===== src/common/gcsd_pkg.sv =====
// Package with register map, field positions and constants of the gauge configuration store.
package gcsd_pkg;
   // ------------------------------------------------------------------
   // Register byte offsets
   // ------------------------------------------------------------------
   localparam logic [8:0] OFS_REM_TIME   = 9'h002;
   localparam logic [8:0] OFS_DES_VOLT   = 9'h004;
   localparam logic [8:0] OFS_CYC_INIT   = 9'h00C;
   localparam logic [8:0] OFS_PACK_OPT   = 9'h028;
   localparam logic [8:0] OFS_GAUGE_OPT  = 9'h029;
   localparam logic [8:0] OFS_MISC_HI    = 9'h02A;
   localparam logic [8:0] OFS_DFILT      = 9'h02C;
   localparam logic [8:0] OFS_DES_CAP    = 9'h032;
   localparam logic [8:0] OFS_FCC_INIT   = 9'h036;
   localparam logic [8:0] OFS_CYC_THR    = 9'h037;
   localparam logic [8:0] OFS_CHG_EFF    = 9'h054;
   localparam logic [8:0] OFS_SNS_GAIN   = 9'h0CB;
   localparam logic [8:0] OFS_CC_GAIN    = 9'h0CD;
   localparam logic [8:0] OFS_CC_OFS     = 9'h0D2;
   localparam logic [8:0] OFS_GND_OFS    = 9'h0D4;
   localparam logic [8:0] OFS_ADC_OFS    = 9'h0D5;
   localparam logic [8:0] OFS_CTRL       = 9'h180;
   localparam logic [8:0] OFS_STATUS     = 9'h181;
   localparam logic [8:0] OFS_CAP_RPT    = 9'h182;
   localparam logic [8:0] OFS_CYC_CNT    = 9'h183;
   // ------------------------------------------------------------------
   // Field positions
   // ------------------------------------------------------------------
   localparam int PK_VIEW = 7;
   localparam int PK_LED1 = 6;
   localparam int PK_LED0 = 5;
   localparam int PK_HPEC = 4;
   localparam int PK_CPEC = 3;
   localparam int PK_BINH = 2;
   localparam int PK_CC1  = 1;
   localparam int PK_CC0  = 0;
   localparam int GG_SYNC = 6;
   localparam int GG_CTYP = 5;
   localparam int GG_COMP = 4;
   localparam int GG_EODS = 3;
   localparam int GG_OVS  = 2;
   localparam int GG_CONTINUOUS_MIDRANGE_FIX = 1;
   localparam int GG_ONCE = 0;
   localparam int MH_FEC  = 5;
   localparam int MH_SLP  = 4;
   localparam int MH_OT   = 3;
   localparam int CT_MWH  = 0;
   localparam int PF_FE_BIT = 3;
   // Fixed-value bits of the option bytes.
   localparam logic [7:0] GAUGE_FIX_MASK = 8'h80;
   localparam logic [7:0] GAUGE_FIX_VAL  = 8'h00;
   localparam logic [7:0] MISC_FIX_MASK  = 8'h42;
   localparam logic [7:0] MISC_FIX_VAL   = 8'h02;
   // ------------------------------------------------------------------
   // Reset values and timing
   // ------------------------------------------------------------------
   localparam logic [15:0] SNS_GAIN_RST  = 16'h3BD0;
   localparam logic [31:0] CC_GAIN_RST   = 32'h920A1600;
   localparam logic [15:0] CC_OFS_RST    = 16'hC225;
   localparam logic [7:0]  OFS8_RST      = 8'h26;
   localparam logic [7:0]  PACK_RST      = 8'h00;
   localparam logic [7:0]  GAUGE_RST     = 8'h00;
   localparam logic [7:0]  MISC_RST      = 8'h02;
   localparam int          CLK_HZ        = 100_000_000;
   localparam int          SLEEP_IDLE_S  = 2;
   localparam int          SLEEP_CYCLES  = SLEEP_IDLE_S * CLK_HZ;
   localparam int          FILTER_NV_PER = 290;
   // ------------------------------------------------------------------
   // Decoded configuration carrier
   // ------------------------------------------------------------------
   typedef struct packed {
      logic       led_charge_view_select;
      logic [2:0] led_count;
      logic       host_pec_enable;
      logic       charger_pec_enable;
      logic       broadcast_enable;
      logic [2:0] series_cells;
      logic       termination_sync;
      logic       charger_type_select;
      logic       eod_compensation_enable;
      logic       eod_source_select;
      logic       overvoltage_source_select;
      logic       continuous_midrange_fix;
      logic       single_midrange_fix;
      logic       front_end_check_enable;
   } gcsd_cfg_s;
endpackage


===== src/design/gcsd_top.sv =====
// Configuration store, option decode and derived gauge quantities.
//
// Local design decision: the strobed register port.
`timescale 1ns/10ps
`default_nettype none
// Behaviour
// - Integrator results are scaled to mAh by the 16-bit sense gain.
// - Coulomb count is multiplied by the 32-bit gain factor.
// - Three offsets are rewritten on sleep conditions before sleep entry.
// - Filter threshold equals stored value times 290 nV.
// - Design capacity reported direct in mAh, times voltage/10000 in mWh mode.
// - Alarm thresholds come from stored time and capacity values.
// - Cycle count increments when discharged charge reaches the threshold.
// - Added charge is weighted by (code+1)/256.
// - Pack bit 7 selects relative or absolute charge for LEDs.
// - LED field: 00 and 11 five, 01 three, 10 four LEDs.
// - PEC bits add PEC to host alarms and charger broadcasts.
// - Broadcast inhibit stops broadcasts; mode writes cannot re-enable them.
// - Cell field: 11 four, 10 three, 01 two series cells.
// - Termination sync loads remaining capacity with a percentage of full capacity.
// - Charger type bit selects learning optimisation.
// - Compensation bit selects computed or fixed end-of-discharge thresholds.
// - Source bit selects pack voltage or lowest cell voltage for EOD.
// - Overvoltage uses pack voltage or highest cell times cell count.
// - Midrange correction continuous, or once after reset.
// - Front-end check enables failure flag with failure config bit 3.
// - Sleep after 2 s of bus low unless sleep disabled.
// - Overtemperature turns off charge FET, and discharge FET if enabled.
module gcsd_top #(
   parameter int SLEEP_CYC = gcsd_pkg::SLEEP_CYCLES
) (
   // Clock and reset
   input  wire logic        mclk,
   input  wire logic        rst,
   // Register port
   input  wire logic [8:0]  reg_addr,
   input  wire logic [31:0] reg_wdata,
   input  wire logic        reg_wr,
   input  wire logic        reg_rd,
   output var  logic [31:0] reg_rdata,
   // Measurement inputs
   input  wire logic [15:0] conv_result,
   input  wire logic        conv_valid,
   input  wire logic [15:0] cal_coulomb_offset,
   input  wire logic [7:0]  cal_gnd_offset,
   input  wire logic [7:0]  cal_adc_offset,
   input  wire logic        sleep_cond,
   input  wire logic        smbus_clk_pin,
   input  wire logic        overtemp,
   input  wire logic        fe_comm_error,
   input  wire logic [7:0]  pf_config,
   input  wire logic        charge_term,
   input  wire logic        alarm_req,
   input  wire logic        mode_broadcast_req,
   input  wire logic [15:0] discharged_mah,
   input  wire logic [15:0] charge_in,
   input  wire logic [15:0] remaining_time,
   input  wire logic [15:0] remaining_cap,
   // Derived outputs
   output var  logic [31:0] scaled_charge,
   output var  logic [15:0] weighted_charge,
   output var  logic [15:0] filter_thr_nv,
   output var  logic        time_alarm,
   output var  logic        cap_alarm,
   output var  gcsd_pkg::gcsd_cfg_s cfg,
   output var  logic        sleep_enter,
   output var  logic        chg_fet_off,
   output var  logic        dsg_fet_off,
   output var  logic        fe_fail,
   output var  logic        host_alarm_send,
   output var  logic        charger_send,
   output var  logic        term_load,
   output var  logic        once_fix_req
);
   import gcsd_pkg::*;

   // ------------------------------------------------------------------
   // Store registers
   // ------------------------------------------------------------------
   logic [15:0] rem_time_reg, des_volt_reg, cyc_init_reg, des_cap_reg, fcc_reg;
   logic [15:0] cyc_thr_reg, sns_gain_reg, cc_ofs_reg, rem_cap_thr_reg;
   logic [31:0] cc_gain_reg;
   logic [7:0]  pack_reg, gauge_reg, misc_reg, dfilt_reg, eff_reg, gnd_ofs_reg, adc_ofs_reg;
   logic        mwh_mode_reg;
   logic [15:0] cycle_cnt_reg;
   logic [15:0] cap_rpt_reg;
   logic        sleep_sync1_reg, sleep_sync2_reg;
   logic [31:0] idle_cnt_reg;
   logic        once_done_reg;
   logic        wr_cyc_init;

   assign wr_cyc_init = reg_wr && reg_addr == OFS_CYC_INIT;

   // Offsets are overwritten by calibration on sleep conditions, which wins over software.
   always_ff @(posedge mclk) begin
      if (rst) begin
         cc_ofs_reg  <= CC_OFS_RST;
         gnd_ofs_reg <= OFS8_RST;
         adc_ofs_reg <= OFS8_RST;
      end else if (sleep_cond) begin
         cc_ofs_reg  <= cal_coulomb_offset;
         gnd_ofs_reg <= cal_gnd_offset;
         adc_ofs_reg <= cal_adc_offset;
      end else if (reg_wr) begin
         if (reg_addr == OFS_CC_OFS) cc_ofs_reg <= reg_wdata[15:0];
         if (reg_addr == OFS_GND_OFS) gnd_ofs_reg <= reg_wdata[7:0];
         if (reg_addr == OFS_ADC_OFS) adc_ofs_reg <= reg_wdata[7:0];
      end
   end

   always_ff @(posedge mclk) begin
      if (rst) begin
         rem_time_reg    <= 16'h0000;
         des_volt_reg    <= 16'h0000;
         cyc_init_reg    <= 16'h0000;
         des_cap_reg     <= 16'h0000;
         fcc_reg         <= 16'h0000;
         cyc_thr_reg     <= 16'h0000;
         sns_gain_reg    <= SNS_GAIN_RST;
         cc_gain_reg     <= CC_GAIN_RST;
         pack_reg        <= PACK_RST;
         gauge_reg       <= GAUGE_RST;
         misc_reg        <= MISC_RST;
         dfilt_reg       <= 8'h00;
         eff_reg         <= 8'h00;
         mwh_mode_reg    <= 1'b0;
         rem_cap_thr_reg <= 16'h0000;
      end else if (reg_wr) begin
         unique case (reg_addr)
            OFS_REM_TIME:  rem_time_reg <= reg_wdata[15:0];
            OFS_DES_VOLT:  des_volt_reg <= reg_wdata[15:0];
            OFS_CYC_INIT:  cyc_init_reg <= reg_wdata[15:0];
            OFS_DES_CAP:   des_cap_reg <= reg_wdata[15:0];
            OFS_FCC_INIT:  fcc_reg <= reg_wdata[15:0];
            OFS_CYC_THR:   cyc_thr_reg <= reg_wdata[15:0];
            OFS_SNS_GAIN:  sns_gain_reg <= reg_wdata[15:0];
            OFS_CC_GAIN:   cc_gain_reg <= reg_wdata;
            OFS_PACK_OPT:  pack_reg <= reg_wdata[7:0];
            OFS_GAUGE_OPT: gauge_reg <= (reg_wdata[7:0] & ~GAUGE_FIX_MASK) | GAUGE_FIX_VAL;
            OFS_MISC_HI:   misc_reg <= (reg_wdata[7:0] & ~MISC_FIX_MASK) | MISC_FIX_VAL;
            OFS_DFILT:     dfilt_reg <= reg_wdata[7:0];
            OFS_CHG_EFF:   eff_reg <= reg_wdata[7:0];
            OFS_CTRL: begin
               mwh_mode_reg    <= reg_wdata[CT_MWH];
               rem_cap_thr_reg <= reg_wdata[31:16];
            end
            default: ;
         endcase
      end
   end

   // ------------------------------------------------------------------
   // Read port
   // ------------------------------------------------------------------
   always_ff @(posedge mclk) begin
      if (rst) begin
         reg_rdata <= 32'h0000_0000;
      end else if (reg_rd) begin
         unique case (reg_addr)
            OFS_REM_TIME:  reg_rdata <= {16'h0000, rem_time_reg};
            OFS_DES_VOLT:  reg_rdata <= {16'h0000, des_volt_reg};
            OFS_CYC_INIT:  reg_rdata <= {16'h0000, cyc_init_reg};
            OFS_DES_CAP:   reg_rdata <= {16'h0000, des_cap_reg};
            OFS_FCC_INIT:  reg_rdata <= {16'h0000, fcc_reg};
            OFS_CYC_THR:   reg_rdata <= {16'h0000, cyc_thr_reg};
            OFS_SNS_GAIN:  reg_rdata <= {16'h0000, sns_gain_reg};
            OFS_CC_GAIN:   reg_rdata <= cc_gain_reg;
            OFS_CC_OFS:    reg_rdata <= {16'h0000, cc_ofs_reg};
            OFS_GND_OFS:   reg_rdata <= {24'h000000, gnd_ofs_reg};
            OFS_ADC_OFS:   reg_rdata <= {24'h000000, adc_ofs_reg};
            OFS_PACK_OPT:  reg_rdata <= {24'h000000, pack_reg};
            OFS_GAUGE_OPT: reg_rdata <= {24'h000000, gauge_reg};
            OFS_MISC_HI:   reg_rdata <= {24'h000000, misc_reg};
            OFS_DFILT:     reg_rdata <= {24'h000000, dfilt_reg};
            OFS_CHG_EFF:   reg_rdata <= {24'h000000, eff_reg};
            OFS_CTRL:      reg_rdata <= {rem_cap_thr_reg, 15'h0000, mwh_mode_reg};
            OFS_STATUS:    reg_rdata <= {28'h0000000, fe_fail, once_done_reg, sleep_enter, chg_fet_off};
            OFS_CAP_RPT:   reg_rdata <= {16'h0000, cap_rpt_reg};
            OFS_CYC_CNT:   reg_rdata <= {16'h0000, cycle_cnt_reg};
            default:       reg_rdata <= 32'h0000_0000;
         endcase
      end else begin
         reg_rdata <= 32'h0000_0000;
      end
   end

   // ------------------------------------------------------------------
   // Arithmetic on measurements
   // ------------------------------------------------------------------
   logic [47:0] cc_prod;
   logic [31:0] sns_prod;
   logic [23:0] eff_prod;
   logic [31:0] cap_prod;
   assign sns_prod = conv_result * sns_gain_reg;
   assign cc_prod  = sns_prod * cc_gain_reg;
   assign eff_prod = charge_in * ({8'h00, eff_reg} + 16'h0001);
   assign cap_prod = des_cap_reg * des_volt_reg;

   always_ff @(posedge mclk) begin
      if (rst) begin
         scaled_charge   <= 32'h0000_0000;
         weighted_charge <= 16'h0000;
      end else if (conv_valid) begin
         scaled_charge   <= cc_prod[47:16];
         weighted_charge <= eff_prod[23:8];
      end
   end

   always_ff @(posedge mclk) begin
      if (rst) begin
         filter_thr_nv <= 16'h0000;
         cap_rpt_reg   <= 16'h0000;
         time_alarm    <= 1'b0;
         cap_alarm     <= 1'b0;
      end else begin
         filter_thr_nv <= 16'(dfilt_reg * 16'(FILTER_NV_PER));
         cap_rpt_reg   <= mwh_mode_reg ? 16'(cap_prod / 32'h0000_2710) : des_cap_reg;
         time_alarm    <= rem_time_reg != 16'h0000 && remaining_time < rem_time_reg;
         cap_alarm     <= rem_cap_thr_reg != 16'h0000 && remaining_cap < rem_cap_thr_reg;
      end
   end

   // Cycle counter: increments each time accumulated discharge reaches the threshold.
   logic [15:0] dis_acc_reg;
   always_ff @(posedge mclk) begin
      if (rst) begin
         cycle_cnt_reg <= 16'h0000;
         dis_acc_reg   <= 16'h0000;
      end else if (wr_cyc_init) begin
         cycle_cnt_reg <= reg_wdata[15:0];
         dis_acc_reg   <= 16'h0000;
      end else if (cyc_thr_reg != 16'h0000 && discharged_mah - dis_acc_reg >= cyc_thr_reg) begin
         cycle_cnt_reg <= cycle_cnt_reg + 16'h0001;
         dis_acc_reg   <= dis_acc_reg + cyc_thr_reg;
      end
   end

   // ------------------------------------------------------------------
   // Option decode
   // ------------------------------------------------------------------
   always_ff @(posedge mclk) begin
      if (rst) begin
         cfg <= '0;
      end else begin
         cfg.led_charge_view_select <= pack_reg[PK_VIEW];
         unique case ({pack_reg[PK_LED1], pack_reg[PK_LED0]})
            2'b01:   cfg.led_count <= 3'h3;
            2'b10:   cfg.led_count <= 3'h4;
            default: cfg.led_count <= 3'h5;
         endcase
         cfg.host_pec_enable    <= pack_reg[PK_HPEC];
         cfg.charger_pec_enable <= pack_reg[PK_CPEC];
         cfg.broadcast_enable   <= ~pack_reg[PK_BINH];
         unique case ({pack_reg[PK_CC1], pack_reg[PK_CC0]})
            2'b11:   cfg.series_cells <= 3'h4;
            2'b10:   cfg.series_cells <= 3'h3;
            default: cfg.series_cells <= 3'h2;
         endcase
         cfg.termination_sync          <= gauge_reg[GG_SYNC];
         cfg.charger_type_select       <= gauge_reg[GG_CTYP];
         cfg.eod_compensation_enable   <= gauge_reg[GG_COMP];
         cfg.eod_source_select         <= gauge_reg[GG_EODS];
         cfg.overvoltage_source_select <= gauge_reg[GG_OVS];
         cfg.continuous_midrange_fix   <= gauge_reg[GG_CONTINUOUS_MIDRANGE_FIX];
         cfg.single_midrange_fix       <= gauge_reg[GG_ONCE];
         cfg.front_end_check_enable    <= misc_reg[MH_FEC];
      end
   end

   // Messages are gated only by the pack byte, so mode broadcasts cannot bypass the inhibit.
   always_ff @(posedge mclk) begin
      if (rst) begin
         host_alarm_send <= 1'b0;
         charger_send    <= 1'b0;
         term_load       <= 1'b0;
      end else begin
         host_alarm_send <= alarm_req && !pack_reg[PK_BINH];
         charger_send    <= mode_broadcast_req && !pack_reg[PK_BINH];
         term_load       <= charge_term && gauge_reg[GG_SYNC];
      end
   end

   // ------------------------------------------------------------------
   // Sleep, front end, thermal and one-time correction
   // ------------------------------------------------------------------
   always_ff @(posedge mclk) begin
      if (rst) begin
         sleep_sync1_reg <= 1'b1;
         sleep_sync2_reg <= 1'b1;
      end else begin
         sleep_sync1_reg <= smbus_clk_pin;
         sleep_sync2_reg <= sleep_sync1_reg;
      end
   end

   always_ff @(posedge mclk) begin
      if (rst) begin
         idle_cnt_reg <= 32'h0000_0000;
         sleep_enter  <= 1'b0;
      end else if (sleep_sync2_reg || misc_reg[MH_SLP]) begin
         idle_cnt_reg <= 32'h0000_0000;
         sleep_enter  <= 1'b0;
      end else if (idle_cnt_reg >= 32'(SLEEP_CYC - 1)) begin
         sleep_enter <= 1'b1;
      end else begin
         idle_cnt_reg <= idle_cnt_reg + 32'h0000_0001;
      end
   end

   always_ff @(posedge mclk) begin
      if (rst) begin
         chg_fet_off   <= 1'b0;
         dsg_fet_off   <= 1'b0;
         fe_fail       <= 1'b0;
         once_done_reg <= 1'b0;
         once_fix_req  <= 1'b0;
      end else begin
         chg_fet_off <= overtemp;
         dsg_fet_off <= overtemp && misc_reg[MH_OT];
         if (fe_comm_error && misc_reg[MH_FEC] && pf_config[PF_FE_BIT]) fe_fail <= 1'b1;
         once_fix_req <= gauge_reg[GG_ONCE] && !once_done_reg;
         if (gauge_reg[GG_ONCE]) once_done_reg <= 1'b1;
      end
   end
endmodule
`default_nettype wire


===== config.mk =====
export PLATFORM = sky130hd
export DESIGN_NAME = gcsd_top
export DESIGN_NICKNAME = d
export VERILOG_FILES = /design/src/common/gcsd_pkg.sv /design/src/design/gcsd_top.sv
export SDC_FILE = /design/constraint.sdc
export NUM_CORES = 2
export LEC_CHECK = 0
export BUFFER_PORTS_ARGS = -buffer_cell sky130_fd_sc_hd__buf_2
export CORE_MARGIN = 5
export CORE_UTILIZATION = 65
export DETAILED_ROUTE_END_ITERATION = 8
export GPL_TIMING_DRIVEN = 0
export HOLD_SLACK_MARGIN = 0.05
export PLACE_DENSITY = 0.83
export SYNTH_ARGS = -nofsm -noshare
export SYNTH_HDL_FRONTEND = slang
export SYNTH_SLANG_ARGS = --single-unit

===== constraint.sdc =====
create_clock -name mclk -period 24.2 [get_ports mclk]
set_input_delay 6.05 -clock mclk [delete_from_list [all_inputs] [get_ports mclk]]
set_output_delay 6.05 -clock mclk [all_outputs]
set_load 0.01 [all_outputs]

After elaboration in Yosys (flattened, before gate mapping)
Cells that the tools add are included.

operators by class
  add/subtract/negate cells = 5
  multiply operators = 5
  div/mod/pow operators = 1
  order comparisons = 4
  eq/ne operators = 24
  shift-type cells = 0
  multiplexer cells = 15
  bitwise operators = 2
  reductions and logical operators = 42

operators by type and width
  operator                number
  $pmux 32 s20            1
  $mux 16                 6
  $mul 16x16->32          2
  $eq 9x6->1 const B      7
  $mul 32x32->48          1
  $mux 8                  6
  $reduce_bool 16->1      3
  $eq 9x8->1 const B      5
  $eq 9x9->1 const B      4
  $reduce_and 2->1        17
  $add 32x1->32 const B   1
  $div 32x14->32 const B  1
  $ge 32x28->1 const B    1
  $lt 16x16->1            2
  $mul 16x9->24           1
  $add 16x1->16 const B   1
  $add 16x16->16          1
  $ge 16x16->1            1
  $sub 16x16->16          1
  $mul 8x8->15 const B    1
  $pmux 3 s2              2
  $logic_and 1x1->1       11
  $reduce_bool 2->1       5
  $add 8x1->9 const B     1
  other kinds (10)        16

storage, ports and cells
  bits in registers = 437
  latch bits = 0
  RAM bits = 0
  memory bits (read-only) = 0
  output and inout port bits = 124
  logic and storage cells = 152
  memories kept = 0

Depth between registers and ports, before layout
  depth after elaboration = 5
  gate-level depth with buffers = 90
  depth with buffers taken out = 87

Least setup slack after synthesis
Ideal clock, no wire load.

  path kind = input -> register
  start = in conv_result[0]
  end = reg scaled_charge[31]
  setup time = 0.091 ns
  data arrival time = 22.042 ns
  data required time = 24.109 ns
  path slack = 2.067 ns
  stages on the path = 85
  path through = clkbuf_1 > clkbuf_1 > nand2_1 > fa_1 > inv_1 > fa_1 > ha_1 > fa_1 > inv_1 > fa_1 > fa_1 > inv_1 > ha_1 > inv_1 > o21ai_0 > a21oi_1 > o21ai_0 > a21oi_1 > [49 not listed] > nor2_1 > nor2b_1 > nor2_1 > nor2b_1 > nor2_1 > nor2b_1 > nor2_1 > nor2b_1 > nor2_1 > nor2b_1 > nor2_1 > nor2b_1 > nor2_1 > nor2b_1 > nor2_1 > nor2b_1 > or3_1 > a311oi_1

between the ends
  word-level cells in the longest chain between the ends = 2

RTL lines
  element               RTL line         RTL
  start, declared       gcsd_top.sv:42   input wire logic [15:0] conv_result,
  $mul 16x16->32        gcsd_top.sv:194  assign sns_prod = conv_result * sns_gain_reg;
  $mul 32x32->48        gcsd_top.sv:195  assign cc_prod = sns_prod * cc_gain_reg;
  end signal, assigned  gcsd_top.sv:204  scaled_charge <= cc_prod[47:16];
  end, declared         gcsd_top.sv:60   output var logic [31:0] scaled_charge,

No other way between the ends.
A chain may end at the register's enable or synchronous reset.

Worst setup path in the final report
Same ends and word-level chain as after synthesis.

==> impl_results.md <==
* Cell type with the highest aggregate area in the netlist: fa_1
* Post-Syn Instances at 8942
* Number of cells on the worst reg-to-reg path at slightly above 80
* Average cell area after synthesis at roughly 8.4 um2
* Via count at ~67000
* XOR/XNOR Fraction of Synth Area at 0.0361
* Depth of the CTS H-tree at 2
* Reg2reg start: des_volt_reg[8]
* Number of standard cells in the final layout excluding fillers at ~11000
* Clock Tree Root: clkbuf_16
* Min Clock Period, post-route at ~23 ns
* Number of global-route vias before repair at 67600
* Worst hold path type: reg2reg
* Hold buffer count at cts at 0
* Boundary Pins at slightly below 300
* Worst slack, placed at -1.47 ns
* Per-cell via count in the routed design at around 6.2
* Layout area overhead at 7.53%
* Critical path data arrival time at 23.67 ns
* Main flop type after synthesis: dfxtp_1
* Register area at around 9000 um2
* Max Clock Freq at around 43 MHz
* Critical path data required time at between 20 and 25 ns
* Fill cell total of the finished layout at around 9000
* Number of flops mapped to enable cells by yosys at 0
* Most frequent CP cell: nor2b_1
* Cell at the slowest stage of the critical path: fa_1
* Die width at ~350 um
* Share of synthesized cell area in and, or, nand and nor gates at 0.191
* Worst-case setup margin in the final layout at approximately 1.1 ns
* Count of warnings emitted by yosys at 0
* Wire length per cell at ~24 um
* Clock tree buffer depth at 3
* Initial cell density of the core at 0.656
* Worst setup EP type: register
* Category of the most critical setup path: in2reg
* Antenna violations before repair at 32
* Syn nets at between 10000 and 15000
* Post-layout util at 0.705
* Global-route wire length before repair at between 300000 and 400000 um
* Total wire length after detailed routing at about 260000 um
* Global router's overall resource usage at 0.419
* Share of synthesized registers carrying an async set or reset at 0
* First drt pass iteration count at 7
* Area of the core at 115000 um2
* Cell family with the largest share of critical-path delay: adder cells
* GPL Wtd Cong at around 1.0
* Maximum number of pins on one net before global-route repair at 20
* DP Wirelength at roughly 210000 um
* Worst slew margin relative to its limit at 0.0483
* Proportion of synthesized chip area in sequential cells at 0.116
* Worst Hold Path Cells at 1
* Number of sinks driven by the clock tree at 436
* Number of maximum-capacitance constraint violations at 0
* Layout cells sized above 1 at 0.0746
* Max-slew violation count at 0
* Total area of multi-input combinational cells at around 59000 um2
* Count of placed standard cells including taps at 10700
* Finished Cell Area at around 81000 um2
* Number of distinct standard cells referenced by the synthesized netlist at between 100 and 150
* Kind of start point of the critical path: input port
* ANT nets after route at 0
* Max Clock Skew at 0.0741 ns
* Complex-gate fraction of the synthesized area at 0.112
* CTS tree: yes
* Share of the cycle needed by the critical path after routing at 0.954
* Remaining DRCs at 0
* Synthesis-stage register bit count at about 440
* Mapped cell area at between 70000 and 80000 um2
* Terminating pin of the worst hold path: sleep_sync2_reg
* Number of buffers added by the clock tree synthesis step at 49
* Run status: finished clean
* Post-placement cell area at slightly below 80000 um2
* Post-synthesis mux area share at 0.0176
* Launch instance of the worst min-delay path: sleep_sync1_reg
* Post-Synth Adder-Cell Area at 0.427
* Biggest area contributors in the synthesized netlist: fa_1 (34%), dfxtp_1 (12%), ha_1 (8.8%)
* Count of input and output buffers at between 200 and 300
* Reg-to-reg setup timing slack at ~1.2 ns
* Stages on the worst setup path at 85
* Gr ovfl total at 0
* Final setup violation count at 0
* Transition time at the pin with the least slew margin at 1.43 ns
* Crit Reg-Reg Endpoint: cap_rpt_reg[0]
* Count of nets after finishing at approximately 11000
* WP buf/inv at 14
* Critical path peak fanout at 11
* Iteration-0 DRC count of the detailed router at ~7200
* Skew-Pair Late Insertion Delay at 0.68 ns
* Die Y-Extent at 350 um
* Final Hold Vio Count at 0
* Largest stage delay on the critical path at 0.59 ns
* Clock transition at path regs at about 0.06 ns
* Main combinational cell family by area after synthesis: adder cells
* Die Footprint at 123000 um2
* Fraction of synthesized cell area taken by the top area cell type at 0.337
* Number of placement rows at roughly 120
-- worst reg2reg max path: cells and delay by family, from the launching register on --
kind                       cells  cell delay, ns
AOI/OAI and AO/OA             34            9.75
and+or+nand+nor               19            3.75
adders and majority gates      7            3.42
buffers and inverters         13            3.11
xor gates and xnor gates       6            1.40
DFF                            1            0.79
muxes                          2            0.68
-- area by class of cell --
class,count,area share
Antenna cell,19,0.000588
Buffer,469,0.0241
Clock buffer,62,0.0165
Clock inverter,27,0.00649
Inverter,1489,0.0691
Multi-Input combinational cell,6518,0.733
Sequential cell,436,0.108
Tap cell,1512,0.0234
Timing Repair Buffer,283,0.0186
-- placed cells by master (no fill, tap or decap), types with 23 or more instances in the layout --
cell	instances
o21ai_0	128
clkbuf_16	49
nand4_1	39
o21a_1	23
a21oi_1	456
a211oi_1	31
xor2_1	87
o211ai_1	35
o21ai_1	30
mux2i_1	102
clkbuf_2	36
fa_1	1266
nand3_1	124
and3_1	59
nor2b_1	106
inv_1	1488
buf_1	25
ha_1	530
nand2b_1	103
a22oi_1	48
a221oi_1	34
nor2_1	350
xnor2_1	184
nand3b_1	23
nor4_1	26
and2_1	511
buf_2	296
clkbuf_1	359
nand2_1	1565
buf_4	31
dfxtp_1	426
o21bai_1	35
a31oi_1	36
nor3_1	54
a21o_1	54
-- routing by layer --
layer | GRT usage | vias to the layer above | routed length, um | share of wire
met2 | 0.641 | 4128 | 113000 | 0.44
met1 | 0.536 | 32700 | 92900 | 0.36
met4 | 0.230 | 32 | 18700 | 0.073
li1 | - | 28700 | - | -
met5 | 0 | - | 194 | 0.00075
met3 | 0.128 | 1047 | 33100 | 0.13
-- cells by family after synthesis --
logic type      after synthesis
simple gates               3067
flops                       436
other cells                   1
buf+inv                    1988
xor+xnor                    299
fa+ha+maj                  1805
compound gates             1218
mux                         128
-- worst max path at each step --
stage	startpoint	to
CTS	conv_result[5]	scaled_charge[31]
global placement	conv_result[0]	scaled_charge[31]
global route	conv_result[0]	scaled_charge[31]
detailed placement	conv_result[0]	scaled_charge[31]
floorplan	conv_result[0]	scaled_charge[31]
finish	conv_result[0]	scaled_charge[31]
-- repair_timing --
item / CTS / global route
endpoints found under the setup margin: 5 / 8
resized for setup: 18 / 185
pin swaps: 0 / 10
buffers inserted: 0 / 17
-- synthesized netlist by cell type (19+ instances only) --
cell type and count:
nand3b_1 23, dfxtp_1 436, a22o_1 19, xnor2_1 192
and2_1 511, a21oi_1 466, buf_2 31, or2_2 20
ha_1 530, o21bai_1 39, o21a_1 23, nand2_1 1565
nand2b_1 103, buf_1 25, a21o_1 54, clkbuf_1 433
mux2i_1 104, a31oi_1 36, fa_1 1266, nand4_1 39
a221oi_1 34, inv_1 1488, nor2_1 350, mux2_2 20
nor4_1 29, a22oi_1 48, and3_1 59, nand3_1 124
a211oi_1 32, nor2b_1 106, o21ai_0 135, o21ai_1 28
xor2_1 96, nor3_1 55, o211ai_1 35
-- metrics by stage --
step / hold WS (ns) / setup TNS [ns]
2_1_floorplan: 0.389 / 0
3_5_place_dp: 0.433 / -5.40
5_1_grt: 0.455 / -0.206
4_1_cts: 0.445 / 0
3_3_place_gp: 0.433 / -2.93
6_report: 0.452 / 0
Power is not shown: default switching activity piles up to over one toggle a cycle in this logic, so the estimate is an artifact.
